--- src/design/fspc_pkg.sv ---
// Package of constants and types for the flash self-program controller
package fspc_pkg;

  // Register byte addresses on APB
  localparam logic [11:0] FSPC_CTRL_ADDR   = 12'h000;
  localparam logic [11:0] FSPC_KEY_ADDR    = 12'h004;
  localparam logic [11:0] FSPC_PAGE_ADDR   = 12'h008;
  localparam logic [11:0] FSPC_TADDR_ADDR  = 12'h00c;
  localparam logic [11:0] FSPC_TDATA_ADDR  = 12'h010;
  localparam logic [11:0] FSPC_TCMD_ADDR   = 12'h014;
  localparam logic [11:0] FSPC_STAT_ADDR   = 12'h018;

  // Control register field positions
  localparam int FSPC_TRIG_BIT  = 15;
  localparam int FSPC_EN_BIT    = 14;
  localparam int FSPC_ERR_BIT   = 13;
  localparam int FSPC_ERASE_BIT = 6;
  localparam int FSPC_OP_MSB    = 3;

  // Control register implemented-bit mask and reset value
  localparam logic [15:0] FSPC_CTRL_MASK  = 16'he04f;
  localparam logic [15:0] FSPC_CTRL_RESET = 16'h0000;

  // Unlock key values
  localparam logic [7:0] FSPC_KEY_FIRST  = 8'h55;
  localparam logic [7:0] FSPC_KEY_SECOND = 8'haa;

  // Operation codes
  localparam logic [3:0] FSPC_OP_BULK   = 4'hf;
  localparam logic [3:0] FSPC_OP_GENSEG = 4'hd;
  localparam logic [3:0] FSPC_OP_SECSEG = 4'hc;
  localparam logic [3:0] FSPC_OP_WORD   = 4'h3;
  localparam logic [3:0] FSPC_OP_PAGE   = 4'h2;
  localparam logic [3:0] FSPC_OP_ROW    = 4'h1;
  localparam logic [3:0] FSPC_OP_CFG    = 4'h0;

  // Array geometry
  localparam int FSPC_ROW_WORDS  = 64;
  localparam int FSPC_PAGE_WORDS = 512;
  localparam int FSPC_ROW_BYTES  = 192;
  localparam int FSPC_PAGE_BYTES = 1536;

  // Oscillator timing
  localparam int FSPC_OSC_KHZ      = 7370;
  localparam int FSPC_PCLK_KHZ     = 25000;
  localparam int FSPC_ROW_OSC_CYC  = 11064;

  // Table command field positions
  localparam int FSPC_TCMD_HIGH = 0;
  localparam int FSPC_TCMD_BYTE = 1;
  localparam int FSPC_TCMD_READ = 2;

  // Kind of array operation decoded from control bits
  typedef enum logic [2:0] {
    FSPC_K_NONE, FSPC_K_BULK, FSPC_K_SEG, FSPC_K_PAGE, FSPC_K_WORD, FSPC_K_ROW, FSPC_K_CFG
  } fspc_kind_e;

  // Request from the controller to the array
  typedef struct packed {
    logic       start;
    fspc_kind_e kind;
    logic [23:0] addr;
  } fspc_op_s;

endpackage

--- src/design/fspc_osc_div.sv ---
// Fractional divider giving one-cycle oscillator tick enables
module fspc_osc_div #(
  parameter int OSC_KHZ  = 7370,
  parameter int PCLK_KHZ = 25000
) (
  // Clock and reset
  input  wire logic       pclk,
  input  wire logic       presetn,
  // Tuning trim
  input  wire logic [5:0] osc_tune,
  // Tick out
  output logic            osc_tick
);

  // Accumulator of the phase
  logic [16:0] acc_reg;
  // Step per pclk with tune applied as a signed trim
  logic [16:0] step;
  logic [16:0] sum;

  // Nominal step plus a small signed tune trim
  always_comb
  begin
    step = 17'(OSC_KHZ) + {{11{osc_tune[5]}}, osc_tune};
    sum  = acc_reg + step;
  end

  // Phase accumulation, tick on wrap
  always_ff @(posedge pclk or negedge presetn)
  begin
    if (!presetn)
    begin
      acc_reg  <= '0;
      osc_tick <= 1'b0;
    end
    else if (sum >= 17'(PCLK_KHZ))
    begin
      acc_reg  <= sum - 17'(PCLK_KHZ);
      osc_tick <= 1'b1;
    end
    else
    begin
      acc_reg  <= sum;
      osc_tick <= 1'b0;
    end
  end

endmodule

--- src/design/fspc_op_timer.sv ---
// Self-timed operation counter driven by oscillator ticks
module fspc_op_timer (
  // Clock and reset
  input  wire logic       pclk,
  input  wire logic       presetn,
  // Tick and request
  input  wire logic       osc_tick,
  input  wire logic       start,
  input  wire logic [15:0] length,
  // Status
  output logic            busy,
  output logic            done
);

  // Remaining oscillator cycles
  logic [15:0] cnt_reg;

  // Load on start, count ticks, pulse done at zero
  always_ff @(posedge pclk or negedge presetn)
  begin
    if (!presetn)
    begin
      cnt_reg <= '0;
      busy    <= 1'b0;
      done    <= 1'b0;
    end
    else
    begin
      done <= 1'b0;
      if (start && !busy)
      begin
        cnt_reg <= length;
        busy    <= 1'b1;
      end
      else if (busy && osc_tick)
      begin
        if (cnt_reg <= 16'h0001)
        begin
          busy <= 1'b0;
          done <= 1'b1;
        end
        else
          cnt_reg <= cnt_reg - 16'h0001;
      end
    end
  end

endmodule

--- src/design/fspc_ctrl.sv ---
// Flash self-program controller: registers, key, holding buffer, sequencer
// Notes on behaviour
// - Address is page register over effective address
// - Low access covers bits 15..0, byte/word
// - High access covers bits 23..16, byte/word
// - Rows 64 words, pages eight rows
// - Pages and rows aligned from memory start
// - 64-word holding buffer loaded at the slot that the effective address selects
// - Table writes only fill the buffer
// - Processor stalled while operation runs
// - Operations timed in oscillator cycles
// - Trigger starts operation, cleared on completion
// - Key write-only, reads zero
// - Enable bit gates all operations
// - Error flag marks improper sequence
// - Erase bit selects erase or program
// - Erase code decoding
// - Program code decoding
// - Unlisted codes do no operation
// - Control bits cleared only by power-on
// - Unimplemented control bits read zero
// - Trigger is set-only by software
module fspc_ctrl #(
  parameter int ROW_CYC   = 11064,
  parameter int WORD_CYC  = 400,
  parameter int PAGE_CYC  = 12000,
  parameter int BULK_CYC  = 40000,
  parameter int BUF_WORDS = 64
) (
  // Clock and resets
  input  wire logic        pclk,
  input  wire logic        presetn,
  input  wire logic        por_n,
  // APB slave
  input  wire logic        psel,
  input  wire logic        penable,
  input  wire logic        pwrite,
  input  wire logic [11:0] paddr,
  input  wire logic [31:0] pwdata,
  input  wire logic [3:0]  pstrb,
  output logic [31:0]      prdata,
  output logic             pready,
  output logic             pslverr,
  // Oscillator trim
  input  wire logic [5:0]  osc_tune,
  // Processor stall and array command
  output logic             cpu_stall,
  output fspc_pkg::fspc_op_s array_op,
  output logic [23:0]      prog_word
);
  import fspc_pkg::*;

  // Control register fields
  logic        trig_reg;
  logic        en_reg;
  logic        err_reg;
  logic        erase_reg;
  logic [3:0]  op_reg;
  // Key progress: 0 none, 1 first seen, 2 both seen
  logic [1:0]  key_state_reg;
  // Page select and effective address
  logic [7:0]  program_page_select_reg;
  logic [15:0] effective_addr_reg;
  // Read-back of last table read
  logic [15:0] tread_reg;
  // Holding buffer
  logic [23:0] hold_mem [BUF_WORDS];
  // Latched operation target
  logic [23:0] op_addr_reg;
  // Bus strobes
  logic        wr_en;
  logic        ctrl_wr;   // Control write taken while no operation runs
  logic [15:0] wdata;
  // Control fields as they stand after this cycle's write
  logic        erase_eff;
  logic [3:0]  op_eff;
  // Timer links
  logic        osc_tick;
  logic        tmr_busy;
  logic        tmr_done;
  logic        launch;
  fspc_kind_e  kind;
  logic [15:0] length;
  logic [23:0] full_addr;
  logic [5:0]  buf_idx;

  // Decode of erase bit and code into an operation kind
  function automatic fspc_kind_e decode_op(input logic erase, input logic [3:0] op);
    fspc_kind_e k;
    k = FSPC_K_NONE;
    if (erase)
    begin
      case (op)
        FSPC_OP_BULK:   k = FSPC_K_BULK;
        FSPC_OP_GENSEG: k = FSPC_K_SEG;
        FSPC_OP_SECSEG: k = FSPC_K_SEG;
        FSPC_OP_PAGE:   k = FSPC_K_PAGE;
        FSPC_OP_CFG:    k = FSPC_K_CFG;
        default:        k = FSPC_K_NONE;
      endcase
    end
    else
    begin
      case (op)
        FSPC_OP_WORD:   k = FSPC_K_WORD;
        FSPC_OP_ROW:    k = FSPC_K_ROW;
        FSPC_OP_CFG:    k = FSPC_K_CFG;
        default:        k = FSPC_K_NONE;
      endcase
    end
    return k;
  endfunction

  // Zero-wait APB, never an error
  // Reads are prepared in the setup cycle so that prdata already stands
  // in the access cycle, when the master takes it
  assign pready  = 1'b1;
  assign pslverr = 1'b0;
  assign wr_en   = psel && penable && pwrite && (pstrb[1:0] != 2'b00);
  assign wdata   = pwdata[15:0];
  assign ctrl_wr = wr_en && (paddr == FSPC_CTRL_ADDR) && !trig_reg;

  // Target address and buffer slot
  assign full_addr = {program_page_select_reg, effective_addr_reg};
  assign buf_idx   = effective_addr_reg[6:1];

  // Operation decode and its length in oscillator cycles
  // A trigger write may carry its own erase select and code, so the decode
  // looks at the fields this write is about to store, not the old ones
  always_comb
  begin
    erase_eff = ctrl_wr ? wdata[FSPC_ERASE_BIT] : erase_reg;
    op_eff    = ctrl_wr ? wdata[FSPC_OP_MSB:0] : op_reg;
    kind      = decode_op(erase_eff, op_eff);
    case (kind)
      FSPC_K_ROW:  length = 16'(ROW_CYC);
      FSPC_K_WORD: length = 16'(WORD_CYC);
      FSPC_K_CFG:  length = 16'(WORD_CYC);
      FSPC_K_PAGE: length = 16'(PAGE_CYC);
      default:     length = 16'(BULK_CYC);
    endcase
  end

  // Legal trigger: right after the key pair with enable set
  // A refused attempt made while no operation runs is flagged by the error logic below
  assign launch = wr_en && (paddr == FSPC_CTRL_ADDR) && wdata[FSPC_TRIG_BIT]
                  && !trig_reg && (key_state_reg == 2'd2)
                  && wdata[FSPC_EN_BIT] && (kind != FSPC_K_NONE);

  // Oscillator tick source
  // Ticks stand for oscillator cycles; the tune trim shifts their rate
  fspc_osc_div #(
    .OSC_KHZ  (FSPC_OSC_KHZ),
    .PCLK_KHZ (FSPC_PCLK_KHZ)
  ) u_div (
    .pclk     (pclk),
    .presetn  (presetn),
    .osc_tune (osc_tune),
    .osc_tick (osc_tick)
  );

  // Self-timed counter
  // Kept on the power-on reset: the trigger bit survives other resets, and a
  // counter cleared under it would never signal completion
  fspc_op_timer u_tmr (
    .pclk     (pclk),
    .presetn  (por_n),
    .osc_tick (osc_tick),
    .start    (launch),
    .length   (length),
    .busy     (tmr_busy),
    .done     (tmr_done)
  );

  // Trigger bit: set-only by software, cleared by completion
  always_ff @(posedge pclk or negedge por_n)
  begin
    if (!por_n)
      trig_reg <= 1'b0;
    else if (launch)
      trig_reg <= 1'b1;
    else if (tmr_done)
      trig_reg <= 1'b0;
  end

  // Enable, erase select and code fields, held while busy
  // so that the running operation keeps the code it was started with
  always_ff @(posedge pclk or negedge por_n)
  begin
    if (!por_n)
    begin
      en_reg    <= 1'b0;
      erase_reg <= 1'b0;
      op_reg    <= '0;
    end
    else if (ctrl_wr)
    begin
      en_reg    <= wdata[FSPC_EN_BIT];
      erase_reg <= wdata[FSPC_ERASE_BIT];
      op_reg    <= wdata[FSPC_OP_MSB:0];
    end
  end

  // Error flag: set on bad trigger attempt, software may clear, set wins
  // A refused trigger wins over the flag value that its own write carries
  always_ff @(posedge pclk or negedge por_n)
  begin
    if (!por_n)
      err_reg <= 1'b0;
    else if (wr_en && (paddr == FSPC_CTRL_ADDR) && wdata[FSPC_TRIG_BIT]
             && !trig_reg && !launch)
      err_reg <= 1'b1;
    else if (wr_en && (paddr == FSPC_CTRL_ADDR))
      err_reg <= wdata[FSPC_ERR_BIT];
  end

  // Key sequence tracker: any other write breaks it
  // Reads do not break the sequence; only a taken write moves it
  always_ff @(posedge pclk or negedge presetn)
  begin
    if (!presetn)
      key_state_reg <= 2'd0;
    else if (wr_en)
    begin
      if (paddr == FSPC_KEY_ADDR && wdata[7:0] == FSPC_KEY_FIRST)
        key_state_reg <= 2'd1;
      else if (paddr == FSPC_KEY_ADDR && wdata[7:0] == FSPC_KEY_SECOND
               && key_state_reg == 2'd1)
        key_state_reg <= 2'd2;
      else
        key_state_reg <= 2'd0;
    end
  end

  // Page select and effective address registers
  // Both sit on the ordinary reset, unlike the control fields
  always_ff @(posedge pclk or negedge presetn)
  begin
    if (!presetn)
    begin
      program_page_select_reg <= '0;
      effective_addr_reg      <= '0;
    end
    else if (wr_en && paddr == FSPC_PAGE_ADDR)
      program_page_select_reg <= wdata[7:0];
    else if (wr_en && paddr == FSPC_TADDR_ADDR)
      effective_addr_reg <= wdata;
  end

  // Table write into the holding buffer only, byte or word wide
  // The buffer has no reset: its contents mean something only once loaded
  always_ff @(posedge pclk)
  begin
    if (wr_en && paddr == FSPC_TCMD_ADDR && !wdata[FSPC_TCMD_READ] && !trig_reg)
    begin
      if (!wdata[FSPC_TCMD_HIGH])
      begin
        if (!wdata[FSPC_TCMD_BYTE])
          hold_mem[buf_idx][15:0] <= pwdata[31:16];
        else if (effective_addr_reg[0])
          hold_mem[buf_idx][15:8] <= pwdata[23:16];
        else
          hold_mem[buf_idx][7:0] <= pwdata[23:16];
      end
      else if (!(wdata[FSPC_TCMD_BYTE] && effective_addr_reg[0]))
        hold_mem[buf_idx][23:16] <= pwdata[23:16];
    end
  end

  // Table read from the holding buffer, phantom byte zero
  // The result is parked in a register read back at its own address
  always_ff @(posedge pclk or negedge presetn)
  begin
    if (!presetn)
      tread_reg <= '0;
    else if (wr_en && paddr == FSPC_TCMD_ADDR && wdata[FSPC_TCMD_READ])
    begin
      if (!wdata[FSPC_TCMD_HIGH])
        tread_reg <= wdata[FSPC_TCMD_BYTE]
          ? {8'h00, effective_addr_reg[0] ? hold_mem[buf_idx][15:8]
                                          : hold_mem[buf_idx][7:0]}
          : hold_mem[buf_idx][15:0];
      else
        tread_reg <= (wdata[FSPC_TCMD_BYTE] && effective_addr_reg[0])
          ? 16'h0000 : {8'h00, hold_mem[buf_idx][23:16]};
    end
  end

  // Latch aligned operation target at launch
  // Word addresses step by two, so a row spans 128 and a page 1024 units
  always_ff @(posedge pclk or negedge presetn)
  begin
    if (!presetn)
    begin
      op_addr_reg <= '0;
      array_op    <= '0;
      prog_word   <= '0;
    end
    else
    begin
      array_op.start <= launch;
      if (launch)
      begin
        array_op.kind <= kind;
        case (kind)
          FSPC_K_PAGE: array_op.addr <= full_addr
                         - 24'(full_addr % 24'(FSPC_PAGE_WORDS * 2));
          FSPC_K_ROW:  array_op.addr <= full_addr
                         - 24'(full_addr % 24'(FSPC_ROW_WORDS * 2));
          default:     array_op.addr <= full_addr;
        endcase
        prog_word <= hold_mem[buf_idx];
      end
    end
  end

  // Stall processor while operation runs
  // The trigger bit itself is the stall, so both end on the same edge
  assign cpu_stall = trig_reg;

  // Register read mux, key always reads zero
  // Captured in the setup cycle and held until the next read setup
  always_ff @(posedge pclk or negedge presetn)
  begin
    if (!presetn)
      prdata <= '0;
    else if (psel && !penable && !pwrite)
    begin
      case (paddr)
        FSPC_CTRL_ADDR:  prdata <= {16'h0000, FSPC_CTRL_MASK &
                          {trig_reg, en_reg, err_reg, 6'h00, erase_reg, 2'b00, op_reg}};
        FSPC_KEY_ADDR:   prdata <= '0;
        FSPC_PAGE_ADDR:  prdata <= {24'h0, program_page_select_reg};
        FSPC_TADDR_ADDR: prdata <= {16'h0, effective_addr_reg};
        FSPC_TDATA_ADDR: prdata <= {16'h0, tread_reg};
        FSPC_STAT_ADDR:  prdata <= {29'h0, tmr_busy, key_state_reg};
        default:         prdata <= '0;
      endcase
    end
  end

endmodule

--- config.mk ---
export PLATFORM = sky130hd
export DESIGN_NAME = fspc_ctrl
export DESIGN_NICKNAME = d
export VERILOG_FILES = /design/src/design/fspc_pkg.sv /design/src/design/fspc_osc_div.sv /design/src/design/fspc_op_timer.sv /design/src/design/fspc_ctrl.sv
export SDC_FILE = /design/constraint.sdc
export NUM_CORES = 2
export LEC_CHECK = 0
export BUFFER_PORTS_ARGS = -buffer_cell sky130_fd_sc_hd__buf_2
export CORE_MARGIN = 5
export CORE_UTILIZATION = 50
export CTS_CLUSTER_SIZE = 28
export DETAILED_ROUTE_END_ITERATION = 6
export GPL_ROUTABILITY_DRIVEN = 0
export GPL_TIMING_DRIVEN = 1
export PLACE_DENSITY = 0.66
export REMOVE_ABC_BUFFERS = 1
export SLEW_MARGIN = 10
export SYNTH_ARGS = -nofsm -noshare
export SYNTH_HDL_FRONTEND = slang
export SYNTH_HIERARCHICAL = 1
export SYNTH_SLANG_ARGS = --single-unit
--- constraint.sdc ---
create_clock -name pclk -period 4.6 [get_ports pclk]
set_input_delay 0.46 -clock pclk [delete_from_list [all_inputs] [get_ports pclk]]
set_output_delay 0.46 -clock pclk [all_outputs]
set_load 0.02 [all_outputs]
==> impl_metrics.prom <==
# TYPE chip_impl_metric gauge
chip_impl_info{name="outcome",value="finished with violations"} 1
chip_impl_info{name="failed_checks",value="design-rule violations"} 1
chip_impl_metric{name="cts-buffers-inserted",unit=""} 169
chip_impl_metric{name="chipHeight",unit="µm"} 379
chip_impl_metric{name="drt-vias-per-instance",unit=""} 6.52
chip_impl_metric{name="detail_route.drc_violations",unit=""} 3
chip_impl_metric{name="slew_headroom",unit="%"} 13.7
chip_impl_metric{name="clk_latency_worst_skew_pair",unit="ns"} 0.82
chip_impl_metric{name="clock_sinks",unit=""} 1690
chip_impl_metric{name="clock.fmax",unit="MHz"} 239
chip_impl_info{name="rsz0062_at_grt",value="no"} 1
chip_impl_metric{name="drt_iter0_drc",unit=""} 5873
chip_impl_metric{name="vdd_ir_drop_max",unit="mV"} 0.423
chip_impl_info{name="largest_register",value="hold_mem"} 1
chip_impl_metric{name="num_rows",unit=""} 135
chip_impl_metric{name="hold_viol_final",unit=""} 0
chip_impl_metric{name="power.density",unit="nW/µm²"} 416
chip_impl_info{name="area_contributors_post_synth",value="sky130_fd_sc_hd__edfxtp_1 (68%), sky130_fd_sc_hd__dfrtp_1 (5.7%), sky130_fd_sc_hd__mux4_2 (2.7%), sky130_fd_sc_hd__a22oi_1 (2.7%), sky130_fd_sc_hd__mux2_2 (2.1%)"} 1
chip_impl_metric{name="hpwlAfterDp",unit="mm"} 135
chip_impl_metric{name="portion_of_total_power_attributed_to_the_clock_network",unit="%"} 41.9
chip_impl_metric{name="synthesis.yosys.warnings",unit=""} 6
chip_impl_info{name="critical_path.endpoint_type",value="flip-flop"} 1
chip_impl_metric{name="power_frac_seq",unit="%"} 52.2
chip_impl_metric{name="total_routing_usage_gr",unit="%"} 29.2
chip_impl_metric{name="max_cap_viol_count",unit=""} 0
chip_impl_metric{name="finish.net_count",unit=""} 4670
chip_impl_info{name="hold_path.class",value="in2reg"} 1
chip_impl_metric{name="timing.critical_path.required",unit="ns"} 5.25
chip_impl_metric{name="finClkSkew",unit="ns"} 0.0289
chip_impl_metric{name="fraction_of_registers_with_async_set_or_reset_after_synthesis",unit="%"} 9.11
chip_impl_metric{name="cts_resized",unit=""} 0
chip_impl_metric{name="finish.instance_area",unit="µm²"} 78100
chip_impl_metric{name="grt_max_degree",unit=""} 113
chip_impl_metric{name="die_area",unit="µm²"} 144000
chip_impl_info{name="synth.most_common_cell",value="sky130_fd_sc_hd__edfxtp_1"} 1
chip_impl_metric{name="clk_path_buf_depth",unit=""} 3
chip_impl_metric{name="synth-edff-count",unit=""} 1536
chip_impl_metric{name="wire_length_per_cell_after_detailed_routing",unit="µm"} 32.3
chip_impl_metric{name="design_power_total",unit="mW"} 32.5
chip_impl_info{name="top_regs",value="hold_mem: 1536 flops, array_op: 28 flops, prog_word: 24 flops"} 1
chip_impl_info{name="crit_path_start_kind",value="flip-flop"} 1
chip_impl_metric{name="number_of_endpoints_failing_setup_at_the_final_stage",unit=""} 0
chip_impl_metric{name="fin_crit",unit="ns"} 4.18
chip_impl_metric{name="power.internal",unit="mW"} 25.3
chip_impl_info{name="cp_cell_sequence",value="buf_4, nand2b_1, o22ai_1, o21ai_0, o21ai_0, nor4_1, buf_4, o21ai_1"} 1
chip_impl_info{name="master_cell_of_the_clock_root_buffer",value="sky130_fd_sc_hd__clkbuf_16"} 1
chip_impl_metric{name="syn_avg_cell_area",unit="µm²"} 16.1
chip_impl_metric{name="filler_cell_count",unit=""} 10200
chip_impl_metric{name="syn-cell-area",unit="µm²"} 68100
chip_impl_metric{name="layout_setup_ws",unit="ns"} 0.417
chip_impl_metric{name="antenna_found_initial",unit=""} 6
chip_impl_metric{name="share_of_final_layout_standard_cells_stronger_than_drive_strength_1",unit="%"} 20.9
chip_impl_metric{name="ys_seq_area_share",unit="%"} 73.4
chip_impl_metric{name="finalCritPeriodShare",unit="%"} 90.9
chip_impl_metric{name="drt_first_pass_iters",unit=""} 7
chip_impl_info{name="synth.top_cells.by_count",value="sky130_fd_sc_hd__edfxtp_1 (1536), sky130_fd_sc_hd__nand2_1 (333), sky130_fd_sc_hd__nor2_1 (291), sky130_fd_sc_hd__a22oi_1 (241), sky130_fd_sc_hd__dfrtp_1 (154)"} 1
chip_impl_metric{name="tightestPinTransition",unit="ns"} 1.29
chip_impl_metric{name="p_switching",unit="mW"} 7.15
chip_impl_info{name="cts_tree",value="done"} 1
chip_impl_metric{name="floorplan.initialDensity",unit="%"} 50.3
chip_impl_metric{name="vias",unit=""} 42500
chip_impl_metric{name="post_synth_inst_count",unit=""} 4233
chip_impl_metric{name="largest_register_ff_count",unit=""} 1536
chip_impl_metric{name="leakagePower",unit="nW"} 26.9
chip_impl_metric{name="critical_path.max_fanout",unit=""} 27
chip_impl_metric{name="combPwrFrac",unit="%"} 5.9
chip_impl_metric{name="detailed_place.area",unit="µm²"} 72400
chip_impl_metric{name="cp_max_stage_delay",unit="ns"} 0.91
chip_impl_metric{name="cts.reportedPaths.clkPinSlew",unit="ns"} 0.06
chip_impl_info{name="critical_path_class",value="reg2reg"} 1
chip_impl_metric{name="fp.coreArea",unit="µm²"} 135000
chip_impl_info{name="synth_ff_type",value="sky130_fd_sc_hd__edfxtp_1"} 1
chip_impl_metric{name="htreeDepth",unit=""} 4
chip_impl_metric{name="overall_routed_net_length",unit="mm"} 211
chip_impl_metric{name="yosys_register_bits",unit=""} 1690
chip_impl_metric{name="port_buffers",unit=""} 126
chip_impl_metric{name="synth_largest_type_area_fraction",unit="%"} 67.8
chip_impl_metric{name="timing.final.max_slew_violations",unit=""} 0
chip_impl_metric{name="critical_path_arrival",unit="ns"} 4.84
chip_impl_metric{name="pin_count",unit=""} 147
chip_impl_metric{name="tns",unit="ns"} 0
chip_impl_metric{name="first_global_vias",unit=""} 40900
chip_impl_metric{name="grt-ovfl-total",unit=""} 0
chip_impl_metric{name="synthDistinctLibCells",unit=""} 117
chip_impl_metric{name="ant_nets",unit=""} 0
chip_impl_metric{name="hold_ws",unit="ns"} 0.0630
chip_impl_metric{name="dieWidth",unit="µm"} 379
chip_impl_info{name="slowest_stage",value="sky130_fd_sc_hd__nand2b_1"} 1
chip_impl_metric{name="placement.setup.worst_slack",unit="ns"} 0.557
chip_impl_metric{name="synthToLayoutAreaGrowth",unit="%"} 14.7
chip_impl_metric{name="global_route_wire_length_before_repair",unit="mm"} 298
chip_impl_metric{name="netSwitchingFraction",unit="%"} 22.0
chip_impl_info{name="synth_top_area_cell",value="sky130_fd_sc_hd__edfxtp_1"} 1
[stage by stage]
step / utilization (%) / std cells
CTS: 57.7 / 6520
global route: 57.7 / 6520
floorplan: - / 3949
global placement: 53.5 / 6188
detailed placement: 53.5 / 6188
finish: 57.7 / 6525
[repair_timing]
action                                  CTS  global route
buffers inserted                          0             0
hold buffers                             19             0
endpoints found under the setup margin    0             0
hold endpoints to repair                145             0
[cell type report]
cell class	instances	area, µm²	area share (%)
antenna	5	12.5	0.0160
clock buffer	221	4530	5.80
clock inverter	92	900	1.15
inverter	25	97.6	0.125
multi-input combinational	2234	16600	21.3
sequential	1690	50000	64.0
tap	1781	2230	2.85
timing repair buffer	477	3710	4.76
[power groups by stage]
stage	registers, mW	logic (mW)	clock network, mW
finish	17.0	1.91	13.6
CTS	17.0	1.91	13.7
global placement	17.3	1.85	0
floorplan	17.2	1.32	0
detailed placement	17.3	1.89	0
global route	17.0	2.12	14.4
[cells by family after synthesis]
group | after synthesis | share of synthesized area [%]
compound gates | 918 | 10.1
xor+xnor | 33 | 0.425
fa+ha+maj | 13 | 0.250
buf+inv | 329 | 2.50
flops | 1690 | 73.4
mux | 346 | 6.87
other cells | 3 | 0.0165
simple gates | 901 | 6.40
[routing by layer]
| metal | vias up | routed length, µm | share of wire (%) | track usage, % |
|---|---|---|---|---|
| met4 | 4 | 12200 | 5.8 | 14.3 |
| met3 | 581 | 26100 | 12 | 7.93 |
| met1 | 21500 | 77500 | 37 | 39.1 |
| met5 | - | 24 | 0.011 | 0 |
| li1 | 17600 | - | - | - |
| met2 | 2884 | 94600 | 45 | 44.4 |
[final timing paths]
check                                                   from                            to  slack (ns)  cells past startpoint
setup / recovery           effective_addr_reg[3]$_DFFE_PN0P_      prog_word[4]$_DFFE_PN0P_        0.42                      8
hold / removal                                    pwdata[23]     hold_mem[27][7]$_DFFE_PP_        0.06                      1
setup reg to reg           effective_addr_reg[3]$_DFFE_PN0P_      prog_word[4]$_DFFE_PN0P_        0.42                      8
hold reg to reg                     array_op[19]$_DFFE_PN0P_      array_op[19]$_DFFE_PN0P_        0.46                      2
max in group asynchronous                            presetn   u_div/acc_reg[15]$_DFF_PN0_        3.25                      3
min in group asynchronous                              por_n  u_tmr/cnt_reg[4]$_DFFE_PN0P_        0.22                      2
[placed cells by master (no fill, tap or decap), types with 20 or more instances in the layout]
| master | n |
|---|---|
| sky130_fd_sc_hd__nand2_1 | 331 |
| sky130_fd_sc_hd__a21oi_1 | 89 |
| sky130_fd_sc_hd__clkinv_2 | 20 |
| sky130_fd_sc_hd__a221o_1 | 36 |
| sky130_fd_sc_hd__o21ai_0 | 107 |
| sky130_fd_sc_hd__inv_1 | 20 |
| sky130_fd_sc_hd__nand4_1 | 29 |
| sky130_fd_sc_hd__mux2i_1 | 119 |
| sky130_fd_sc_hd__a222oi_1 | 21 |
| sky130_fd_sc_hd__conb_1 | 23 |
| sky130_fd_sc_hd__nand3_1 | 27 |
| sky130_fd_sc_hd__buf_4 | 310 |
| sky130_fd_sc_hd__a22oi_1 | 241 |
| sky130_fd_sc_hd__mux2_2 | 125 |
| sky130_fd_sc_hd__nor2_1 | 289 |
| sky130_fd_sc_hd__o21ai_1 | 25 |
| sky130_fd_sc_hd__mux4_2 | 82 |
| sky130_fd_sc_hd__o22ai_1 | 46 |
| sky130_fd_sc_hd__a31oi_1 | 30 |
| sky130_fd_sc_hd__edfxtp_1 | 1536 |
| sky130_fd_sc_hd__buf_12 | 30 |
| sky130_fd_sc_hd__buf_2 | 117 |
| sky130_fd_sc_hd__clkbuf_1 | 45 |
| sky130_fd_sc_hd__dfrtp_1 | 151 |
| sky130_fd_sc_hd__and2_1 | 21 |
| sky130_fd_sc_hd__clkbuf_16 | 172 |
| sky130_fd_sc_hd__xnor2_1 | 26 |
| sky130_fd_sc_hd__clkinv_1 | 43 |
| sky130_fd_sc_hd__a221oi_1 | 128 |
| sky130_fd_sc_hd__a22o_1 | 22 |
| sky130_fd_sc_hd__nand2b_1 | 21 |
[critical path, delay by kind of cell, from the launching register on]
kind / cells / cell delay [ns]
compound gates: 4 / 1.18
buf+inv: 2 / 0.59
flops: 1 / 0.78
simple gates: 2 / 1.44
Power figures use the tool's default switching activity.
